`config.mk`:
```
export PLATFORM = sky130hd
export DESIGN_NAME = sts_sweep_timing_supervisor
export DESIGN_NICKNAME = d
export VERILOG_FILES = /design/src/common/sts_pkg.sv /design/src/logic/sts_sweep_timing_supervisor.sv
export SDC_FILE = /design/constraint.sdc
export NUM_CORES = 1
export LEC_CHECK = 0
export BUFFER_PORTS_ARGS = -buffer_cell sky130_fd_sc_hd__buf_2
export CAP_MARGIN = 20
export CELL_PAD_IN_SITES_DETAIL_PLACEMENT = 1
export CELL_PAD_IN_SITES_GLOBAL_PLACEMENT = 1
export CORE_UTILIZATION = 31
export CTS_CLUSTER_DIAMETER = 50
export DETAILED_ROUTE_END_ITERATION = 10
export MAX_ROUTING_LAYER = met4
export PLACE_DENSITY = 0.64
export SKIP_CTS_REPAIR_TIMING = 1
export SLEW_MARGIN = 20
export SYNTH_ARGS = -nofsm -noshare
export SYNTH_HDL_FRONTEND = slang
export SYNTH_SLANG_ARGS = --single-unit
export TNS_END_PERCENT = 30
```
`constraint.sdc`:
```
create_clock -name mclk -period 3.1 [get_ports mclk]
set_clock_uncertainty 0.05 [all_clocks]
set_input_delay 0.465 -clock mclk [delete_from_list [all_inputs] [get_ports mclk]]
set_output_delay 0.465 -clock mclk [all_outputs]
set_load 0.03 [all_outputs]
```
`src/common/sts_pkg.sv`:
```
// Purpose: shared constants and carriers for the sweep timing supervisor
// Assumes: 50 MHz system clock, all time bases counted in 100 us ticks
// Notes:   every count below is derived from its printed time figure
package sts_pkg;
  // ****************************************************************
  // time base
  // ****************************************************************
  localparam int CLK_MHZ = 50;
  localparam int TICK_US = 100;
  localparam int TICK_CYC = TICK_US * CLK_MHZ;
  localparam int TICKS_PER_MS = 1000 / TICK_US;
  localparam int TICKS_PER_S = 1000000 / TICK_US;
  // ****************************************************************
  // watchdog and constant sweep times, in ms
  // ****************************************************************
  localparam int WD_TOTAL_MS = 200;
  localparam int WD_STAGE1_MS = 100;
  localparam int WD_STAGE2_MS = 105;
  localparam int CS_MIN_MS = 5;
  localparam int CS_MAX_MS = 200;
  localparam int CS_DEF_MS = 100;
  // timed contact periods in ms: 0.01 s, 0.1 s, 1 s, 1 min
  localparam int CT0_MS = 10;
  localparam int CT1_MS = 100;
  localparam int CT2_MS = 1000;
  localparam int CT3_MS = 60000;
  // ****************************************************************
  // widths
  // ****************************************************************
  localparam int ELAPSED_W = 48;
  localparam int SECONDS_W = 32;
  localparam int SUBSEC_W = 14;
  localparam int WD_CNT_W = 12;
  localparam int CS_CNT_W = 12;
  localparam int CS_MS_W = 8;
  localparam int CT_CNT_W = 20;
  localparam int PRE_W = 16;
  localparam int NUM_CT = 4;
  // ****************************************************************
  // types
  // ****************************************************************
  typedef enum logic [1:0] {WD_STAGE1, WD_STAGE2, WD_HALT} sts_wd_e;
  typedef struct packed {
    logic cs_enable;
    logic [CS_MS_W-1:0] cs_period_ms;
  } sts_ctl_s;
  typedef struct packed {
    logic wd_irq;
    logic wd_reset;
    logic wd_fault;
    logic halted;
  } sts_wd_s;
  typedef struct packed {
    logic sweep_go;
    logic oversweep_flag;
    logic oversweep_alarm;
  } sts_swp_s;
endpackage

```
`src/logic/sts_sweep_timing_supervisor.sv`:
```
// Purpose: elapsed clock, two-stage watchdog, constant sweep timer and
//          timed contacts for a controller's scan loop
// Assumes: processor inputs are one-cycle pulses synchronous to mclk
// Notes:   only arst_n clears the elapsed clock
`timescale 1ns/1ps
module sts_sweep_timing_supervisor #(
  parameter int unsigned TICK_CYC = sts_pkg::TICK_CYC
) (
  input wire logic mclk, // system clock
  input wire logic arst_n, // power-on reset, active low
  input wire logic sweep_start, // pulse: processor begins a sweep
  input wire logic sweep_done, // pulse: scan and logic complete
  input wire logic wdt_rearm, // pulse: firmware arms stage two
  input wire logic service_request_call, // pulse: read elapsed
  input sts_pkg::sts_ctl_s ctl, // constant sweep mode and period
  output logic [sts_pkg::ELAPSED_W-1:0] elapsed_rd, // snapshot, ticks
  output logic elapsed_rd_valid, // pulse: snapshot updated
  output logic [sts_pkg::SECONDS_W-1:0] seconds, // seconds count
  output logic sec_irq, // pulse: one second elapsed
  output sts_pkg::sts_wd_s wd, // watchdog status
  output sts_pkg::sts_swp_s swp, // sweep pacing status
  output logic [sts_pkg::NUM_CT-1:0] contacts // timed contacts
);
  // ****************************************************************
  // constants
  // ****************************************************************
  localparam int EW = sts_pkg::ELAPSED_W;
  localparam int SW = sts_pkg::SECONDS_W;
  localparam int SSW = sts_pkg::SUBSEC_W;
  localparam int WW = sts_pkg::WD_CNT_W;
  localparam int CW = sts_pkg::CS_CNT_W;
  localparam int MW = sts_pkg::CS_MS_W;
  localparam int TW = sts_pkg::CT_CNT_W;
  localparam int PW = sts_pkg::PRE_W;
  localparam int NC = sts_pkg::NUM_CT;
  localparam int TPM = sts_pkg::TICKS_PER_MS;
  localparam logic [PW-1:0] PRE_LAST = PW'(TICK_CYC - 1);
  localparam logic [SSW-1:0] SUB_LAST = SSW'(sts_pkg::TICKS_PER_S - 1);
  localparam logic [WW-1:0] WD_S1_T = WW'(sts_pkg::WD_STAGE1_MS * TPM);
  localparam logic [WW-1:0] WD_S2_T = WW'(sts_pkg::WD_STAGE2_MS * TPM);
  localparam logic [WW-1:0] WD_TOT_T = WW'(sts_pkg::WD_TOTAL_MS * TPM);
  localparam logic [MW-1:0] CS_MIN = MW'(sts_pkg::CS_MIN_MS);
  localparam logic [MW-1:0] CS_MAX = MW'(sts_pkg::CS_MAX_MS);
  localparam logic [MW-1:0] CS_DEF = MW'(sts_pkg::CS_DEF_MS);
  localparam logic [TW-1:0] CT_LAST [NC] = '{
    TW'(sts_pkg::CT0_MS * TPM / 2 - 1),
    TW'(sts_pkg::CT1_MS * TPM / 2 - 1),
    TW'(sts_pkg::CT2_MS * TPM / 2 - 1),
    TW'(sts_pkg::CT3_MS * TPM / 2 - 1)
  };

  // period in ticks; zero selects the default, others clamp to range
  function automatic logic [CW-1:0] cs_ticks(input logic [MW-1:0] ms);
    logic [MW-1:0] m;
    m = ms;
    if (ms == '0) begin
      m = CS_DEF;
    end else if (ms < CS_MIN) begin
      m = CS_MIN;
    end else if (ms > CS_MAX) begin
      m = CS_MAX;
    end
    return CW'(m * TPM);
  endfunction

  // ****************************************************************
  // prescaler
  // ****************************************************************
  logic [PW-1:0] pre_r;
  // free running, so each timer start carries up to one tick of phase
  wire logic tick = (pre_r == PRE_LAST);

  always_ff @(posedge mclk or negedge arst_n) begin
    if (!arst_n) begin
      pre_r <= '0;
    end else begin
      pre_r <= tick ? '0 : pre_r + 1'b1;
    end
  end

  // ****************************************************************
  // elapsed time clock
  // ****************************************************************
  logic [EW-1:0] elapsed_r;
  logic [SSW-1:0] subsec_r;
  logic [SW-1:0] seconds_r;
  logic sec_irq_r;
  logic [EW-1:0] elapsed_rd_r;
  logic rd_valid_r;
  wire logic sec_wrap = tick & (subsec_r == SUB_LAST);

  // nothing but power-on reset reaches these counters
  always_ff @(posedge mclk or negedge arst_n) begin
    if (!arst_n) begin
      elapsed_r <= '0;
      subsec_r <= '0;
      seconds_r <= '0;
      sec_irq_r <= 1'b0;
      elapsed_rd_r <= '0;
      rd_valid_r <= 1'b0;
    end else begin
      if (tick) begin
        elapsed_r <= elapsed_r + 1'b1;
        subsec_r <= sec_wrap ? '0 : subsec_r + 1'b1;
      end
      if (sec_wrap) begin
        seconds_r <= seconds_r + 1'b1;
      end
      sec_irq_r <= sec_wrap;
      rd_valid_r <= service_request_call;
      if (service_request_call) begin
        elapsed_rd_r <= elapsed_r;
      end
    end
  end

  // ****************************************************************
  // watchdog
  // ****************************************************************
  sts_pkg::sts_wd_e wd_state_r, wd_state_nxt;
  logic [WW-1:0] wd_cnt_r, wd_cnt_nxt;
  logic wd_irq_r, wd_irq_nxt;
  logic wd_rst_r, wd_fault_r;
  logic wd_trip;
  // a sweep start outranks a same-cycle stage one expiry: the count
  // restarts, so a stale interrupt must not reach the new sweep

  always_comb begin
    wd_state_nxt = wd_state_r;
    wd_cnt_nxt = tick ? wd_cnt_r + 1'b1 : wd_cnt_r;
    wd_irq_nxt = wd_irq_r;
    wd_trip = 1'b0;
    case (wd_state_r)
      sts_pkg::WD_STAGE1: begin
        if (sweep_start) begin
          wd_cnt_nxt = '0;
          wd_irq_nxt = 1'b0;
        end else if (wdt_rearm && wd_irq_r) begin
          wd_state_nxt = sts_pkg::WD_STAGE2;
          wd_cnt_nxt = '0;
          wd_irq_nxt = 1'b0;
        end else if (wd_cnt_r >= WD_TOT_T) begin
          // backstop: firmware never armed stage two
          wd_trip = 1'b1;
        end else if (wd_cnt_r >= WD_S1_T) begin
          wd_irq_nxt = 1'b1;
        end
      end
      sts_pkg::WD_STAGE2: begin
        if (sweep_start) begin
          wd_state_nxt = sts_pkg::WD_STAGE1;
          wd_cnt_nxt = '0;
        end else if (wd_cnt_r >= WD_S2_T) begin
          wd_trip = 1'b1;
        end
      end
      sts_pkg::WD_HALT: begin
        wd_cnt_nxt = wd_cnt_r;
      end
      default: begin
        wd_state_nxt = sts_pkg::WD_STAGE1;
        wd_cnt_nxt = '0;
      end
    endcase
    if (wd_trip) begin
      wd_state_nxt = sts_pkg::WD_HALT;
      wd_irq_nxt = 1'b0;
    end
  end

  always_ff @(posedge mclk or negedge arst_n) begin
    if (!arst_n) begin
      wd_state_r <= sts_pkg::WD_STAGE1;
      wd_cnt_r <= '0;
      wd_irq_r <= 1'b0;
      wd_rst_r <= 1'b0;
      wd_fault_r <= 1'b0;
    end else begin
      wd_state_r <= wd_state_nxt;
      wd_cnt_r <= wd_cnt_nxt;
      wd_irq_r <= wd_irq_nxt;
      wd_rst_r <= wd_trip;
      wd_fault_r <= wd_fault_r | wd_trip;
    end
  end

  wire logic halted = (wd_state_r == sts_pkg::WD_HALT);

  // ****************************************************************
  // constant sweep timer
  // ****************************************************************
  logic [CW-1:0] cs_cnt_r;
  logic expired_r, done_r, cur_inc_r, prev_inc_r, ovf_r, alarm_r;
  wire logic cs_en = ctl.cs_enable;
  wire logic [CW-1:0] cs_period = cs_ticks(ctl.cs_period_ms);
  wire logic expire_now = ~expired_r & (cs_cnt_r >= cs_period);
  wire logic overrun = cs_en & expire_now & ~done_r & ~sweep_done;
  // a sweep that completes in the expiry cycle itself counts as on time

  always_ff @(posedge mclk or negedge arst_n) begin
    if (!arst_n) begin
      cs_cnt_r <= '0;
      expired_r <= 1'b0;
      done_r <= 1'b0;
      cur_inc_r <= 1'b0;
      prev_inc_r <= 1'b0;
      ovf_r <= 1'b0;
      alarm_r <= 1'b0;
    end else begin
      alarm_r <= overrun & prev_inc_r;
      if (sweep_start) begin
        cs_cnt_r <= '0;
        expired_r <= 1'b0;
        done_r <= 1'b0;
        prev_inc_r <= cur_inc_r;
        cur_inc_r <= 1'b0;
        ovf_r <= cs_en & cur_inc_r;
      end else begin
        if (tick && !expired_r) begin
          cs_cnt_r <= cs_cnt_r + 1'b1;
        end
        if (expire_now) begin
          expired_r <= 1'b1;
        end
        if (sweep_done) begin
          done_r <= 1'b1;
        end
        if (overrun) begin
          cur_inc_r <= 1'b1;
        end
        if (!cs_en) begin
          ovf_r <= 1'b0;
        end
      end
    end
  end

  // free mode releases as soon as the sweep ends; constant mode also
  // waits for the period, so an overrun sweep ends at its own finish
  wire logic sweep_go = ~halted & done_r & (~cs_en | expired_r);

  // ****************************************************************
  // timed contacts
  // ****************************************************************
  logic [TW-1:0] ct_cnt_r [NC];
  logic [NC-1:0] ct_r;

  always_ff @(posedge mclk or negedge arst_n) begin
    if (!arst_n) begin
      for (int i = 0; i < NC; i++) begin
        ct_cnt_r[i] <= '0;
      end
      ct_r <= '0;
    end else if (tick) begin
      for (int i = 0; i < NC; i++) begin
        if (ct_cnt_r[i] == CT_LAST[i]) begin
          ct_cnt_r[i] <= '0;
          ct_r[i] <= ~ct_r[i];
        end else begin
          ct_cnt_r[i] <= ct_cnt_r[i] + 1'b1;
        end
      end
    end
  end

  // ****************************************************************
  // outputs
  // ****************************************************************
  assign elapsed_rd = elapsed_rd_r;
  assign elapsed_rd_valid = rd_valid_r;
  assign seconds = seconds_r;
  assign sec_irq = sec_irq_r;
  assign wd.wd_irq = wd_irq_r;
  assign wd.wd_reset = wd_rst_r;
  assign wd.wd_fault = wd_fault_r;
  assign wd.halted = halted;
  assign swp.sweep_go = sweep_go;
  assign swp.oversweep_flag = ovf_r;
  assign swp.oversweep_alarm = alarm_r;
  assign contacts = ct_r;

endmodule // sts_sweep_timing_supervisor

```
==> metrics.md <==
| Metric | Value |
|---|---|
| Maxcap violations | 0 |
| Cells after DPL | roughly 2000 |
| Layout cells sized above 1 | between 10% and 20% |
| Post-DR vias/cell | approximately 4.9 |
| R2R cell count | 7 |
| Starting DRC count in detailed routing | between 400 and 500 |
| Nets | 1508 |
| Largest net degree at the start of global routing | 83 |
| Post-synth EDFFs | 0 |
| Max layer used | met4 |
| Worst EP required | about 3.5 ns |
| Die H | approximately 210 µm |
| Initial antenna violation count | 0 |
| Core area | 0.04317 mm² |
| Die footprint | 0.04466 mm² |
| Max VDD drop | 0.2907 mV |
| Routability cong. | 0.7786 |
| Tot GR Track Use | 15.21% |
| Clock power share | 54.5% |
| Sequential share of power | 42.3% |
| Total number of vias | 10180 |
| HPWL after DPL | around 22000 µm |
| Final std cells w/o fill | 2075 |
| DR pass1 iterations | 4 |
| R2r endpoint | ct_cnt_r[16] |
| Synth Register Bits | 279 |
| Routed wire length | 31720 µm |
| Slowest CP cell | fa_2 |
| Total CTS buffers | 38 |
| Arrival time worst endpoint | 3.52 ns |
| Critical Path Max Stage Delay | 0.36 ns |
| Drt drc | 0 |
| Total Neg Setup Slack | -0.1068 ns |
| Combinational share of power | around 3.3% |
| Bufs and invs on worst path | 1 |
| Leading cell type in the layout, fill and taps excluded | dfrtp_1 |
| Clk_lat worst skew | 0.55 ns |
| Hold_sp | sweep_done |
| Root buffer selected by CTS | clkbuf_16 |
| Internal | a little under 0.007 W |
| Syn nets | between 1000 and 1500 |
| Top Ports | 108 |
| Final setup vio count | 2 |
| RR Startpoint | pre_r[0] |
| Peak Freq | 316.1 MHz |
| Sw frac | between 20 and 25% |
| Final Worst Setup Slack | -0.06366 ns |
| First-pass GRT wire length | 54580 µm |
| Asr flop ratio synth | 100.0% |
| Die Span X | 211.3 µm |
| Top cells by area, synth | dfrtp_1, xnor2_1, xor2_1, mux2_2, nor2_1 |
| Failing checks | negative setup slack |
| CTS tree | yes |
| Final Hold Violating Endpoints | 0 |
| DR WL/cell | 15.28 µm |
| Metal2 WL | ~16000 µm |
| Site Rows | 76 |
| Crit Path Class | primary input to flip-flop |
| Mapped cell area | 0.01358 mm² |
| CP delay by family, top | compound AO/OA/AOI/OAI gates |
| Max-slew violations | 0 |
| Avg Inst Size Synth | 10.36 µm² |
| Outcome | finished, violations left |
| Sequential share of the synthesized area | roughly half |
| Reg clk slew, reported paths | roughly 0.050 ns |
| CP dominant cell by count | a21o_1 |
| Min cycle time layout | 3.164 ns |
| R2r setup slk | 0.34 ns |
| M1 wire length | 14470 µm |
| Ys Warns | 0 |
| Cells along the critical path | buf_2 -> nor4_4 -> nand2b_1 -> o21ai_2 -> xnor2_1 -> nand2_1 -> ha_2 -> fa_2 -> a21o_1 -> a21oi_2 -> o21bai_1 -> a21oi_1 -> xor2_1 -> ha_1 -> a21o_1 -> a21o_1 -> a21oi_2 -> a21oi_1 |
| Top_reg_cell synth | dfrtp_1 |
| Commonest non-fill, non-tap cells in the layout | dfrtp_1, nor2_1, nand2_1 |
| Met3 routed WL | 877 µm |
| Remaining antenna violation count | 0 |
| N_diodes | 0 |
| Sw Pwr | 0.001896 W |
| Total gr overflow | 0 |
| Max Root-Sink Buffers | 3 |
| Nature of the critical path startpoint | primary input |
| RSZ-0062 raised after global routing | true |
| H-tree levels | 2 |
| Pleak | slightly below 8 nW |
| Vias in the first global route | 10779 |
| Crit path capture type | flip-flop |
| Area delta synth->final | 21.42% |
| Starting density of the core | 31.46% |
| TritonCTS Sinks | 279 |
| Worst-path fanout max | 2 |
| Slew margin rel. | 52.01% |
| Hold depth | 3 |
| Netlist cell types | 60 |
| Worst min path class | primary input to flip-flop |
| Hold EP | done_r |
| PwrDens | ~520 mW/mm² |
| IO Port Bufs | 107 |
| Worst-margin pin slew | 0.7133 ns |
| Post-synth top area share | 51.40% |
| Cells after synthesis | 1311 |
| Top cell type by total area after synthesis | dfrtp_1 |
| Final period utilization | 102.1% |
-- sequential cells by signal (all words and copies together), names as in the netlist, 4 cells and up --
name / cells
ct_cnt_r: 80
cs_cnt_r: 12
elapsed_rd: 48
subsec_r: 14
elapsed_r: 48
contacts: 4
wd_cnt_r: 12
seconds: 32
pre_r: 16
-- cell families (layout without fill, tap and decap cells) --
kind of cell	Yosys count	count (layout)	share of synthesized area, %
AO/OA/AOI/OAI	142	142	6.365
XOR/XNOR	175	175	11.28
adder cells (fa/ha/maj)	32	32	3.003
buffers and inverters	87	266	2.690
flip-flops	279	279	51.40
multiplexers	52	52	4.293
AND/OR/NAND/NOR	544	544	20.97
-- power by group through the flow --
stage               clock network, W  registers [W]  logic, W
floorplan                          0        0.00372  0.000120
global placement                   0        0.00372  0.000282
detailed placement                 0        0.00372  0.000290
CTS                          0.00486        0.00365  0.000292
global route                 0.00498        0.00365  0.000325
finish                       0.00471        0.00366  0.000282
-- area by class of cell --
class,count,area [µm²]
Clock buffer,53,1139
Multi-Input combinational cell,945,6277
Sequential cell,279,6982
Timing Repair Buffer,152,948.4
Inverter,45,168.9
Tap cell,585,732.0
Clock inverter,16,245.2
Fill cell,4873,26680
-- worst register-to-register path, delay by kind of cell (launching register included) --
family,cells,cell delay (ns)
adders and majority gates,1,0.26
DFF,1,0.41
and+or+nand+nor,4,1.30
muxes,1,0.29
buffers and inverters,1,0.32
-- worst max path at each step --
stage,startpoint,to,slack (ns),cells past startpoint
floorplan,ctl[7],cur_inc_r,-0.29,18
detailed placement,ctl[3],cur_inc_r,-0.65,18
global route,ctl[5],cur_inc_r,-0.21,18
finish,ctl[3],cur_inc_r,-0.06,18
CTS,ctl[3],cur_inc_r,-0.1,18
global placement,ctl[3],cur_inc_r,-0.56,18
-- metal layers --
metal | up-vias | track usage, %
met1 | 5114 | 19.02
met5 | - | -
met3 | 48 | 2.255
met4 | 0 | 5.372
li1 | 4904 | -
met2 | 114 | 25.02
-- cells in the mapped netlist (5+ instances only) --
cell      instances
dfrtp_1         279
nor2_1          122
nand2_1         111
xnor2_1          99
xor2_1           76
nand3_1          68
nand4_1          63
o21ai_0          55
mux2_2           50
inv_1            45
nor3_1           39
ha_1             31
a21oi_1          28
and3_1           28
clkbuf_1         28
nor4_1           24
and4_1           17
nand2b_1         14
and2_1           12
a21o_1           11
o31ai_1          11
or3_1            11
a31oi_1           9
buf_4             7
nor4b_1           5
-- stage by stage --
step / hold slack, ns / worst slack [ns] / total power (W) / utilization (%) / instance area (µm²)
after floorplan: 0.1194 / -0.2920 / 0.003841 / - / 13620
after global placement: 0.3991 / -0.5624 / 0.004002 / 34.95 / 15090
after detailed placement: 0.4023 / -0.6494 / 0.004011 / 34.95 / 15090
after CTS: -0.1324 / -0.09717 / 0.008802 / 38.16 / 16470
after global routing: 0.1471 / -0.2068 / 0.008959 / 38.20 / 16490
final: 0.1110 / -0.06366 / 0.008651 / 38.20 / 16490
No activity file was read; power rests on OpenSTA's default activity.
